### config.mk
export PLATFORM = sky130hd
export DESIGN_NAME = qdcc_regs
export DESIGN_NICKNAME = d
export VERILOG_FILES = /design/src/qdcc_pkg.sv /design/src/qdcc_lock.sv /design/src/qdcc_chan.sv /design/src/qdcc_regs.sv
export VERILOG_INCLUDE_DIRS = /design/src
export SDC_FILE = /design/constraint.sdc
export NUM_CORES = 1
export LEC_CHECK = 0
export ABC_AREA = 1
export BUFFER_PORTS_ARGS = -buffer_cell sky130_fd_sc_hd__buf_4
export CORE_ASPECT_RATIO = 1.4
export CORE_MARGIN = 10
export CORE_UTILIZATION = 30
export CTS_CLUSTER_SIZE = 10
export DETAILED_ROUTE_END_ITERATION = 7
export GPL_TIMING_DRIVEN = 0
export PLACE_DENSITY_LB_ADDON = 0.05
export SLEW_MARGIN = 10
export SYNTH_ARGS = -nofsm -noshare
export SYNTH_HDL_FRONTEND = slang
export SYNTH_SLANG_ARGS = --single-unit
### constraint.sdc
create_clock -name clk -period 1.6 [get_ports clk]
set_input_delay 0.32 -clock clk [delete_from_list [all_inputs] [get_ports clk]]
set_output_delay 0.32 -clock clk [all_outputs]
set_load 0.005 [all_outputs]
### src/qdcc_consts.svh
// Offsets, field positions, reset values and keys of the shared control
// registers of the four-channel converter.
// Assumes a serial front end that turns host frames into register strobes.
//
// What this block does
// - While locked, register writes other than the trigger key field are ignored until the unlock sequence.
// - Unlock: write key 0101 to trigger bits 15-12, then write lock bit 0.
// - Config bit 13 picks snapshot readback row: 0 is 0x00, 1 is 0x01.
// - Per channel power-down code resets to 11; current power-down resets to 1.
// - Writing 1010 to trigger bits 11-8 causes full reset; self-clears.
// - Trigger bit 7 loads outputs of channels opted into synchronous load.
// - Trigger bit 6 clears each channel to zero or mid code as selected.
// - Trigger bit 4 launches fault snapshot; self-clears.
// - Trigger bit 3 starts protective safe state; self-clears.
// - Trigger bit 2 reads one non-volatile row for snapshot; self-clears.
// - Trigger bit 1 programs settings into non-volatile memory; self-clears.
// - Trigger bit 0 restores non-volatile contents into registers; self-clears.
// - Channel flag-clear bits 15,11,7,3 reset that channel's comparator outputs.
// - Channel margin-low bits 14,10,6,2 issue margin-low; write 0 does nothing.
// - Channel margin-high bits 13,9,5,1 issue margin-high; write 0 does nothing.
// - Waveform-run bits 12,8,4,0 start generation at 1, stop at 0.
// - Read-only status: check fails, busy per channel, part and revision ids.
// - A busy channel refuses new commands; host waits for busy low.
`ifndef QDCC_CONSTS_SVH
`define QDCC_CONSTS_SVH

// ----------------------------------------------------------------------
// Register offsets
// ----------------------------------------------------------------------
`define QDCC_ADDR_CONFIG   8'h1f
`define QDCC_ADDR_TRIGGER  8'h20
`define QDCC_ADDR_CHTRIG   8'h21
`define QDCC_ADDR_STATUS   8'h22

// ----------------------------------------------------------------------
// Shared configuration word
// ----------------------------------------------------------------------
`define QDCC_CFG_RESET     16'h0fff
`define QDCC_CFG_WINLATCH  15
`define QDCC_CFG_LOCK      14
`define QDCC_CFG_ROWSEL    13
`define QDCC_CFG_INTREF    12
`define QDCC_PD_FIELD_W    3

// ----------------------------------------------------------------------
// Global trigger word
// ----------------------------------------------------------------------
`define QDCC_TRG_KEY_HI    15
`define QDCC_TRG_KEY_LO    12
`define QDCC_UNLOCK_KEY    4'h5
`define QDCC_TRG_RST_HI    11
`define QDCC_TRG_RST_LO    8
`define QDCC_RESET_KEY     4'ha
`define QDCC_TRG_LOAD      7
`define QDCC_TRG_CLEAR     6
`define QDCC_TRG_SNAP      4
`define QDCC_TRG_PROTECT   3
`define QDCC_TRG_ROWREAD   2
`define QDCC_TRG_NVPROG    1
`define QDCC_TRG_NVREST    0

// ----------------------------------------------------------------------
// Channel trigger word: channel c owns nibble starting at 12 - 4*c
// ----------------------------------------------------------------------
`define QDCC_CT_NIB_TOP    12
`define QDCC_CT_FLAGCLR    3
`define QDCC_CT_MARLO      2
`define QDCC_CT_MARHI      1
`define QDCC_CT_RUN        0

// ----------------------------------------------------------------------
// Status word
// ----------------------------------------------------------------------
`define QDCC_ST_FACTFAIL   15
`define QDCC_ST_USERFAIL   14
`define QDCC_ST_BUSY_LO    9
`define QDCC_ST_ID_LO      2

`endif

### src/qdcc_pkg.sv
// Types shared by the control register block and its helpers.
// Assumes nothing beyond a single clock domain.
package qdcc_pkg;

  localparam int QDCC_NCH = 4;

  // Register strobe from the serial front end
  typedef struct packed {
    logic        wr;
    logic        rd;
    logic [7:0]  addr;
    logic [15:0] wdata;
  } qdcc_req_s;

  // Per-channel command pulses
  typedef struct packed {
    logic flag_clear;
    logic margin_low;
    logic margin_high;
  } qdcc_chcmd_s;

  // Lock state, Gray along open -> locked -> armed
  typedef enum logic [1:0] {
    QDCC_OPEN   = 2'b00,
    QDCC_LOCKED = 2'b01,
    QDCC_ARMED  = 2'b11
  } qdcc_lock_e;

endpackage

### src/qdcc_lock.sv
// Register lock with key-armed unlock.
// Assumes strobes are one-cycle pulses from the register decoder.
`include "qdcc_consts.svh"
module qdcc_lock
  import qdcc_pkg::*;
(
  input  wire logic clk,
  input  wire logic rst,
  input  wire logic lock_set,
  input  wire logic key_ok,
  input  wire logic key_bad,
  input  wire logic cfg_wr,
  input  wire logic cfg_lock_val,
  input  wire logic load_valid,
  input  wire logic load_lock,
  output logic      locked
);

  qdcc_lock_e state;
  qdcc_lock_e next_state;

  // Next state; restore from storage overrides everything
  always_comb begin
    next_state = state;
    case (state)
      QDCC_OPEN: begin
        if (lock_set) next_state = QDCC_LOCKED;
      end
      QDCC_LOCKED: begin
        if (key_ok) next_state = QDCC_ARMED;
      end
      QDCC_ARMED: begin
        if (cfg_wr && !cfg_lock_val) next_state = QDCC_OPEN;
        else if (cfg_wr || key_bad) next_state = QDCC_LOCKED;
      end
      default: next_state = QDCC_LOCKED;
    endcase
    if (load_valid) next_state = load_lock ? QDCC_LOCKED : QDCC_OPEN;
  end

  // State and registered lock flag
  always_ff @(posedge clk) begin
    if (rst) begin
      state  <= QDCC_OPEN;
      locked <= 1'b0;
    end else begin
      state  <= next_state;
      locked <= (next_state != QDCC_OPEN);
    end
  end

endmodule

### src/qdcc_chan.sv
// One channel's slice of the channel trigger word.
// Assumes busy comes from the channel's own sequencer.
`include "qdcc_consts.svh"
module qdcc_chan
  import qdcc_pkg::*;
(
  input  wire logic       clk,
  input  wire logic       rst,
  input  wire logic       wr,
  input  wire logic [3:0] nibble,
  input  wire logic       busy,
  output qdcc_chcmd_s     cmd,
  output logic            run
);

  logic take;

  // A busy channel takes no command at all
  assign take = wr && !busy;

  // One-cycle pulses; never stored, so readback is zero
  always_ff @(posedge clk) begin
    if (rst) begin
      cmd <= '0;
    end else begin
      cmd.flag_clear  <= take && nibble[`QDCC_CT_FLAGCLR];
      cmd.margin_low  <= take && nibble[`QDCC_CT_MARLO];
      cmd.margin_high <= take && nibble[`QDCC_CT_MARHI];
    end
  end

  // Waveform run level follows each accepted write
  always_ff @(posedge clk) begin
    if (rst) begin
      run <= 1'b0;
    end else if (take) begin
      run <= nibble[`QDCC_CT_RUN];
    end
  end

endmodule

### src/qdcc_regs.sv
// Shared control and status registers of the four-channel converter.
// Assumes a serial front end that presents one-cycle read/write strobes,
// and channel, comparator and storage logic that consume the pulses.
`include "qdcc_consts.svh"
module qdcc_regs
  import qdcc_pkg::*;
#(
  parameter logic [5:0] PART_ID  = 6'h2a, // Arbitrary value
  parameter logic [1:0] REVISION = 2'h0   // Arbitrary value
)
(
  input  wire logic                clk,
  input  wire logic                rst,
  input  qdcc_req_s                req,
  output logic [15:0]              rdata,
  output logic                     rvalid,
  input  wire logic [QDCC_NCH-1:0] busy,
  input  wire logic [QDCC_NCH-1:0] sync_member,
  input  wire logic [QDCC_NCH-1:0] clear_value_select,
  input  wire logic                factory_store_check_fail,
  input  wire logic                user_store_check_fail,
  input  wire logic                nv_load_valid,
  input  wire logic [15:0]         nv_load_word,
  output logic                     window_latch_select,
  output logic                     snapshot_row_select,
  output logic                     int_ref_enable,
  output logic [2*QDCC_NCH-1:0]    voltage_powerdown_code,
  output logic [QDCC_NCH-1:0]      current_powerdown_bit,
  output logic                     register_lock_bit,
  output logic                     soft_reset_pulse,
  output logic [QDCC_NCH-1:0]      sync_load_pulse,
  output logic                     output_clear_pulse,
  output logic [QDCC_NCH-1:0]      clear_to_mid,
  output logic                     snapshot_start,
  output logic                     protect_start,
  output logic                     row_read_trigger,
  output logic                     nv_write_trigger,
  output logic                     nv_restore_trigger,
  output logic [QDCC_NCH-1:0]      comparator_flag_clear,
  output logic [QDCC_NCH-1:0]      margin_low_trigger,
  output logic [QDCC_NCH-1:0]      margin_high_trigger,
  output logic [QDCC_NCH-1:0]      waveform_run_bit
);

  // ----------------------------------------------------------------------
  // Decode
  // ----------------------------------------------------------------------
  logic        soft_rst;
  logic        rst_all;
  logic        locked;
  logic        hit_cfg;
  logic        hit_trg;
  logic        hit_ct;
  logic        wr_cfg;
  logic        wr_trg;
  logic        wr_ct;
  logic [3:0]  key_val;
  logic [3:0]  rst_val;
  logic [15:0] cfg;
  logic [3:0]  key_field;
  qdcc_chcmd_s ch_cmd [QDCC_NCH];

  // A software reset reaches every register the next cycle, like power-on
  assign rst_all = rst || soft_rst;

  assign hit_cfg = (req.addr == `QDCC_ADDR_CONFIG);
  assign hit_trg = (req.addr == `QDCC_ADDR_TRIGGER);
  assign hit_ct  = (req.addr == `QDCC_ADDR_CHTRIG);
  assign key_val = req.wdata[`QDCC_TRG_KEY_HI:`QDCC_TRG_KEY_LO];
  assign rst_val = req.wdata[`QDCC_TRG_RST_HI:`QDCC_TRG_RST_LO];

  // Locked: only the key field and the final lock-clear write get through
  assign wr_cfg = req.wr && hit_cfg && !locked;
  assign wr_trg = req.wr && hit_trg && !locked;
  assign wr_ct  = req.wr && hit_ct && !locked;

  // ----------------------------------------------------------------------
  // Lock control
  // ----------------------------------------------------------------------
  qdcc_lock u_lock (
    .clk          (clk),
    .rst          (rst_all),
    .lock_set     (wr_cfg && req.wdata[`QDCC_CFG_LOCK]),
    .key_ok       (req.wr && hit_trg && key_val == `QDCC_UNLOCK_KEY),
    .key_bad      (req.wr && hit_trg && key_val != `QDCC_UNLOCK_KEY),
    .cfg_wr       (req.wr && hit_cfg),
    .cfg_lock_val (req.wdata[`QDCC_CFG_LOCK]),
    .load_valid   (nv_load_valid),
    .load_lock    (nv_load_word[`QDCC_CFG_LOCK]),
    .locked       (locked)
  );

  // ----------------------------------------------------------------------
  // Shared configuration word
  // ----------------------------------------------------------------------
  // Storage restore wins over a host write in the same cycle, since the
  // restore is a whole-map copy that the host asked for first
  always_ff @(posedge clk) begin
    if (rst_all) begin
      cfg <= `QDCC_CFG_RESET;
    end else if (nv_load_valid) begin
      cfg <= nv_load_word;
    end else if (wr_cfg) begin
      cfg <= req.wdata;
    end
  end

  // Registered copies of the configuration fields
  always_ff @(posedge clk) begin
    if (rst_all) begin
      window_latch_select <= 1'b0;
      snapshot_row_select <= 1'b0;
      int_ref_enable      <= 1'b0;
      register_lock_bit   <= 1'b0;
    end else begin
      window_latch_select <= cfg[`QDCC_CFG_WINLATCH];
      snapshot_row_select <= cfg[`QDCC_CFG_ROWSEL];
      int_ref_enable      <= cfg[`QDCC_CFG_INTREF];
      register_lock_bit   <= locked;
    end
  end

  // Power-down fields: channel c sits at bits 3c+2..3c
  genvar c;
  generate
    for (c = 0; c < QDCC_NCH; c++) begin : g_pd
      always_ff @(posedge clk) begin
        if (rst_all) begin
          voltage_powerdown_code[2*c+1:2*c] <= 2'h3;
          current_powerdown_bit[c]          <= 1'b1;
        end else begin
          voltage_powerdown_code[2*c+1:2*c] <=
            cfg[`QDCC_PD_FIELD_W*c+2:`QDCC_PD_FIELD_W*c+1];
          current_powerdown_bit[c] <= cfg[`QDCC_PD_FIELD_W*c];
        end
      end
    end
  endgenerate

  // ----------------------------------------------------------------------
  // Global trigger word
  // ----------------------------------------------------------------------
  // Only the key field is stored; every action bit is a pulse and reads 0
  always_ff @(posedge clk) begin
    if (rst_all) begin
      key_field <= 4'h0;
    end else if (req.wr && hit_trg) begin
      key_field <= key_val;
    end
  end

  // Software reset: one pulse, then the reset itself clears the request
  always_ff @(posedge clk) begin
    if (rst_all) begin
      soft_rst         <= 1'b0;
      soft_reset_pulse <= 1'b0;
    end else begin
      soft_rst         <= wr_trg && rst_val == `QDCC_RESET_KEY;
      soft_reset_pulse <= wr_trg && rst_val == `QDCC_RESET_KEY;
    end
  end

  // Synchronous load and clear: one pulse per write of a 1
  always_ff @(posedge clk) begin
    if (rst_all) begin
      sync_load_pulse    <= '0;
      output_clear_pulse <= 1'b0;
      clear_to_mid       <= '0;
    end else begin
      sync_load_pulse <= (wr_trg && req.wdata[`QDCC_TRG_LOAD])
                         ? sync_member : '0;
      output_clear_pulse <= wr_trg && req.wdata[`QDCC_TRG_CLEAR];
      clear_to_mid       <= clear_value_select;
    end
  end

  // Snapshot, protect and storage triggers, each a one-cycle pulse
  always_ff @(posedge clk) begin
    if (rst_all) begin
      snapshot_start     <= 1'b0;
      protect_start      <= 1'b0;
      row_read_trigger   <= 1'b0;
      nv_write_trigger   <= 1'b0;
      nv_restore_trigger <= 1'b0;
    end else begin
      snapshot_start     <= wr_trg && req.wdata[`QDCC_TRG_SNAP];
      protect_start      <= wr_trg && req.wdata[`QDCC_TRG_PROTECT];
      row_read_trigger   <= wr_trg && req.wdata[`QDCC_TRG_ROWREAD];
      nv_write_trigger   <= wr_trg && req.wdata[`QDCC_TRG_NVPROG];
      nv_restore_trigger <= wr_trg && req.wdata[`QDCC_TRG_NVREST];
    end
  end

  // ----------------------------------------------------------------------
  // Channel trigger word
  // ----------------------------------------------------------------------
  generate
    for (c = 0; c < QDCC_NCH; c++) begin : g_ch
      qdcc_chan u_chan (
        .clk    (clk),
        .rst    (rst_all),
        .wr     (wr_ct),
        .nibble (req.wdata[`QDCC_CT_NIB_TOP-4*c+3:`QDCC_CT_NIB_TOP-4*c]),
        .busy   (busy[c]),
        .cmd    (ch_cmd[c]),
        .run    (waveform_run_bit[c])
      );
      assign comparator_flag_clear[c] = ch_cmd[c].flag_clear;
      assign margin_low_trigger[c]    = ch_cmd[c].margin_low;
      assign margin_high_trigger[c]   = ch_cmd[c].margin_high;
    end
  endgenerate

  // ----------------------------------------------------------------------
  // Readback
  // ----------------------------------------------------------------------
  logic [15:0] next_rdata;
  logic [15:0] ct_read;

  // Only run bits read back from the channel word
  always_comb begin
    ct_read = '0;
    for (int i = 0; i < QDCC_NCH; i++) begin
      ct_read[`QDCC_CT_NIB_TOP-4*i] = waveform_run_bit[i];
    end
  end

  // Read multiplexer; unmapped offsets read zero
  always_comb begin
    next_rdata = '0;
    case (req.addr)
      `QDCC_ADDR_CONFIG: begin
        next_rdata = cfg;
        next_rdata[`QDCC_CFG_LOCK] = locked;
      end
      `QDCC_ADDR_TRIGGER: begin
        next_rdata[`QDCC_TRG_KEY_HI:`QDCC_TRG_KEY_LO] = key_field;
      end
      `QDCC_ADDR_CHTRIG: begin
        next_rdata = ct_read;
      end
      `QDCC_ADDR_STATUS: begin
        next_rdata[`QDCC_ST_FACTFAIL] = factory_store_check_fail;
        next_rdata[`QDCC_ST_USERFAIL] = user_store_check_fail;
        next_rdata[`QDCC_ST_BUSY_LO+3:`QDCC_ST_BUSY_LO] = busy;
        next_rdata[`QDCC_ST_ID_LO+5:`QDCC_ST_ID_LO] = PART_ID;
        next_rdata[1:0] = REVISION;
      end
      default: next_rdata = '0;
    endcase
  end

  // Read data lands one cycle after the strobe and holds until the next
  always_ff @(posedge clk) begin
    if (rst_all) begin
      rdata  <= '0;
      rvalid <= 1'b0;
    end else begin
      rvalid <= req.rd;
      if (req.rd) rdata <= next_rdata;
    end
  end

endmodule

==> summary.md <==
| Metric | Value |
|---|---|
| Clk Latency, worst-skew pair | 0.33 ns |
| Endpoint class of the critical path | register |
| Clock Tree Root | clkbuf_16 |
| Final hold vios | 0 |
| Synthesized Nets | 500 |
| Leading cell types in the layout, fill and taps excluded | buf_4, nand2_1, dfxtp_1 |
| Post-route ant nets | 0 |
| Placed insts | 705 |
| Num CTS Buffers | 9 |
| Leakage | 2.32 nW |
| Vias | 3121 |
| Top post-synthesis cells by area | dfxtp_1, nand2_1, nand3_1 |
| Overall power | ~5 mW |
| Die X | 111 microns |
| Slew Viols, Final | 0 |
| Distinct cell type count after synthesis | 31 |
| CTS tree | built |
| Setup TNS | 0 ns |
| Final wirelength | between 10 and 15 mm |
| Critical path data arrival time | approximately 1.7 ns |
| Slew headroom | 0.693 |
| Reg power frac | 0.454 |
| Cell Area, Placed | between 0.004 and 0.005 sq mm |
| # rows | 46 |
| I/O pins | 123 |
| Critical Path RT | 1.86 ns |
| Status | complete, no violations |
| Worst vdd ir | 0.468 mV |
| Ys Warns | 0 |
| Global-route wire length before repair | 17.7 mm |
| Routed wire per std cell | approximately 15 microns |
| Pwr per Cell Area | 1020 mW/mm^2 |
| Hold Path Class | in -> reg |
| Crit share post-route | 0.879 |
| Cell count after synthesis | between 400 and 500 |
| Largest net degree at the start of global routing | 14 |
| Min cycle time layout | around 1.4 ns |
| Startpoint Class | register |
| Mapped Area | 0.00346 sq mm |
| Fin area | 0.00486 sq mm |
| DRT iter0 DRCs | ~170 |
| Die Y | between 100 and 150 microns |
| Number of port buffers | 120 |
| Layout cell share with drive strength beyond 1 | 0.350 |
| # DRC | 0 |
| Fill count | 1249 |
| Max_cap viols | 0 |
| GRT Overall Usage | 0.135 |
| Clock slew at reported path FFs | 0.06 ns |
| Fraction of the yosys area taken by sequential cells | 0.498 |
| Fmax | 711 MHz |
| Final #Nets | 631 |
| Placeable Area | 0.0113 sq mm |
| Clock Path Buffers | 2 |
| Detailed Place HPWL | 8.99 mm |
| Avg Cell Area, Syn | around 7.8 sq um |
| Final Wtd Congestion | 0.826 |
| Combinational power share | 0.097 |
| Vias in the first global route | ~3300 |
| Synth area leader | dfxtp_1 |
| Worst-Margin Slew | 0.460 ns |
| Die area | 0.0163 sq mm |
| H-Tree Depth | 3 |
| CTS sink cnt | 86 |
| Most common library cell in the layout ignoring fill and taps | buf_4 |
| Initial antenna violation count | 0 |
| Grt ovf | 0 |
| Crit Path Class | reg -> reg |
| Sw Ratio | 0.226 |
| Starting Density | 0.306 |
| Design internal power | 3.85 mW |
| P&R area growth vs syn | 40.5% |
| Post-synthesis register bit count | 86 |
| RSZ-0062 raised after global routing | false |
| Skew final | between 0.003 and 0.004 ns |
| Post-CTS Setup Bufs | 0 |
| Net Sw Power | 1.12 mW |
| DR pass1 iterations | 4 |
| Endpoints failing setup | 0 |
| CP max FO | 10 |
| Synth top area share | 0.498 |
| Ant diodes | 0 |
| Layout Cells excl Fill | roughly 720 |
| Vias per std cell | 4.33 |
| Clk pwr share | 0.449 |
## worst max-delay path, stage by stage, from the launching register on
cell and delay (ns):
dfxtp_1 0.32, nor2_1 0.19, buf_2 0.27, clkbuf_2 0.29, o21ai_0 0.13, a31oi_1 0.14
## sequential cells by signal, indices dropped and copies added, names as in the netlist, 4 cells and up
signal and count:
cfg 15, key_field 4, voltage_powerdown_code 8, g_ch.u_chan.cmd 12, rdata 16, g_ch.u_chan.run 4, sync_load_pulse 4, clear_to_mid 4
current_powerdown_bit 4
## repair_timing
action                                  in CTS  in global routing
cloned                                       0                  0
endpoints found under the setup margin      10                  2
resized for setup                            1                  3
hold buffers                                 0                  0
## final cells by class
cell class	instances	area (sq um)	share of cell area
Sequential cell	86	1720	0.354
Multi-Input combinational cell	280	1410	0.290
Timing Repair Buffer	120	901	0.185
Clock buffer	12	246	0.0507
Inverter	53	201	0.0415
Tap cell	144	180	0.0371
Buffer	22	128	0.0263
Clock inverter	4	70.1	0.0144
## per-stage QoR
step,setup WS [ns],hold slack [ns],utilization
floorplan,0.369,0.399,-
global placement,-0.173,0.435,0.402
detailed placement,-0.115,0.430,0.402
CTS,0.0727,0.193,0.430
global route,0.0349,0.197,0.431
finish,0.194,0.201,0.431
## logic make-up (layout without fill, tap and decap cells)
family | count (synthesis) | count (layout) | share of synthesized area
compound gates | 40 | 40 | 0.0597
buf+inv | 75 | 211 | 0.0941
flops | 86 | 86 | 0.498
simple gates | 240 | 240 | 0.348
## power groups by stage
stage	registers, mW	logic, mW	clock network (mW)
floorplan	2.30	0.230	0
global placement	2.31	0.485	0
detailed placement	2.31	0.488	0
CTS	2.26	0.490	2.28
global route	2.27	0.539	2.40
finish	2.26	0.481	2.23
## final timing paths
path,start,to,slack [ns],depth (start not counted)
max reg2reg,soft_rst,rdata[3],0.19,5
min,clear_value_select[3],clear_to_mid[3],0.20,3
min reg2reg,cfg[12],int_ref_enable,0.45,2
max,soft_rst,rdata[3],0.19,5
## layer usage
layer | part of all wire | vias to the layer above | wire length (microns) | track usage
li1 | - | 1633 | - | -
met1 | 0.42 | 1372 | 4590 | 0.155
met2 | 0.48 | 105 | 5330 | 0.223
met3 | 0.084 | 11 | 922 | 0.0570
met4 | 0.013 | 0 | 147 | 0.0431
met5 | 0 | - | 0 | 0
## synth_stat cells
library cell  number
buf_4              6
clkbuf_1           9
a21oi_1           13
nand4_1            3
nor2_8             2
nand3b_1           4
nor2_4             3
nand2_2           11
nand2_1           92
buf_6              2
clkinv_1           1
nor3_2             4
buf_2              3
inv_1             45
nor4_1             3
or2_4              1
nand3_4            1
inv_4              1
o211ai_1           1
buf_1              2
nand2_4            3
nor2_1            48
or2_2             12
inv_2              6
a31oi_1            3
nor3_1             4
dfxtp_1           86
o21ai_0           23
nand3_1           39
nand4_4            1
nor2_2             9
No activity file was read; power rests on OpenSTA's default activity.
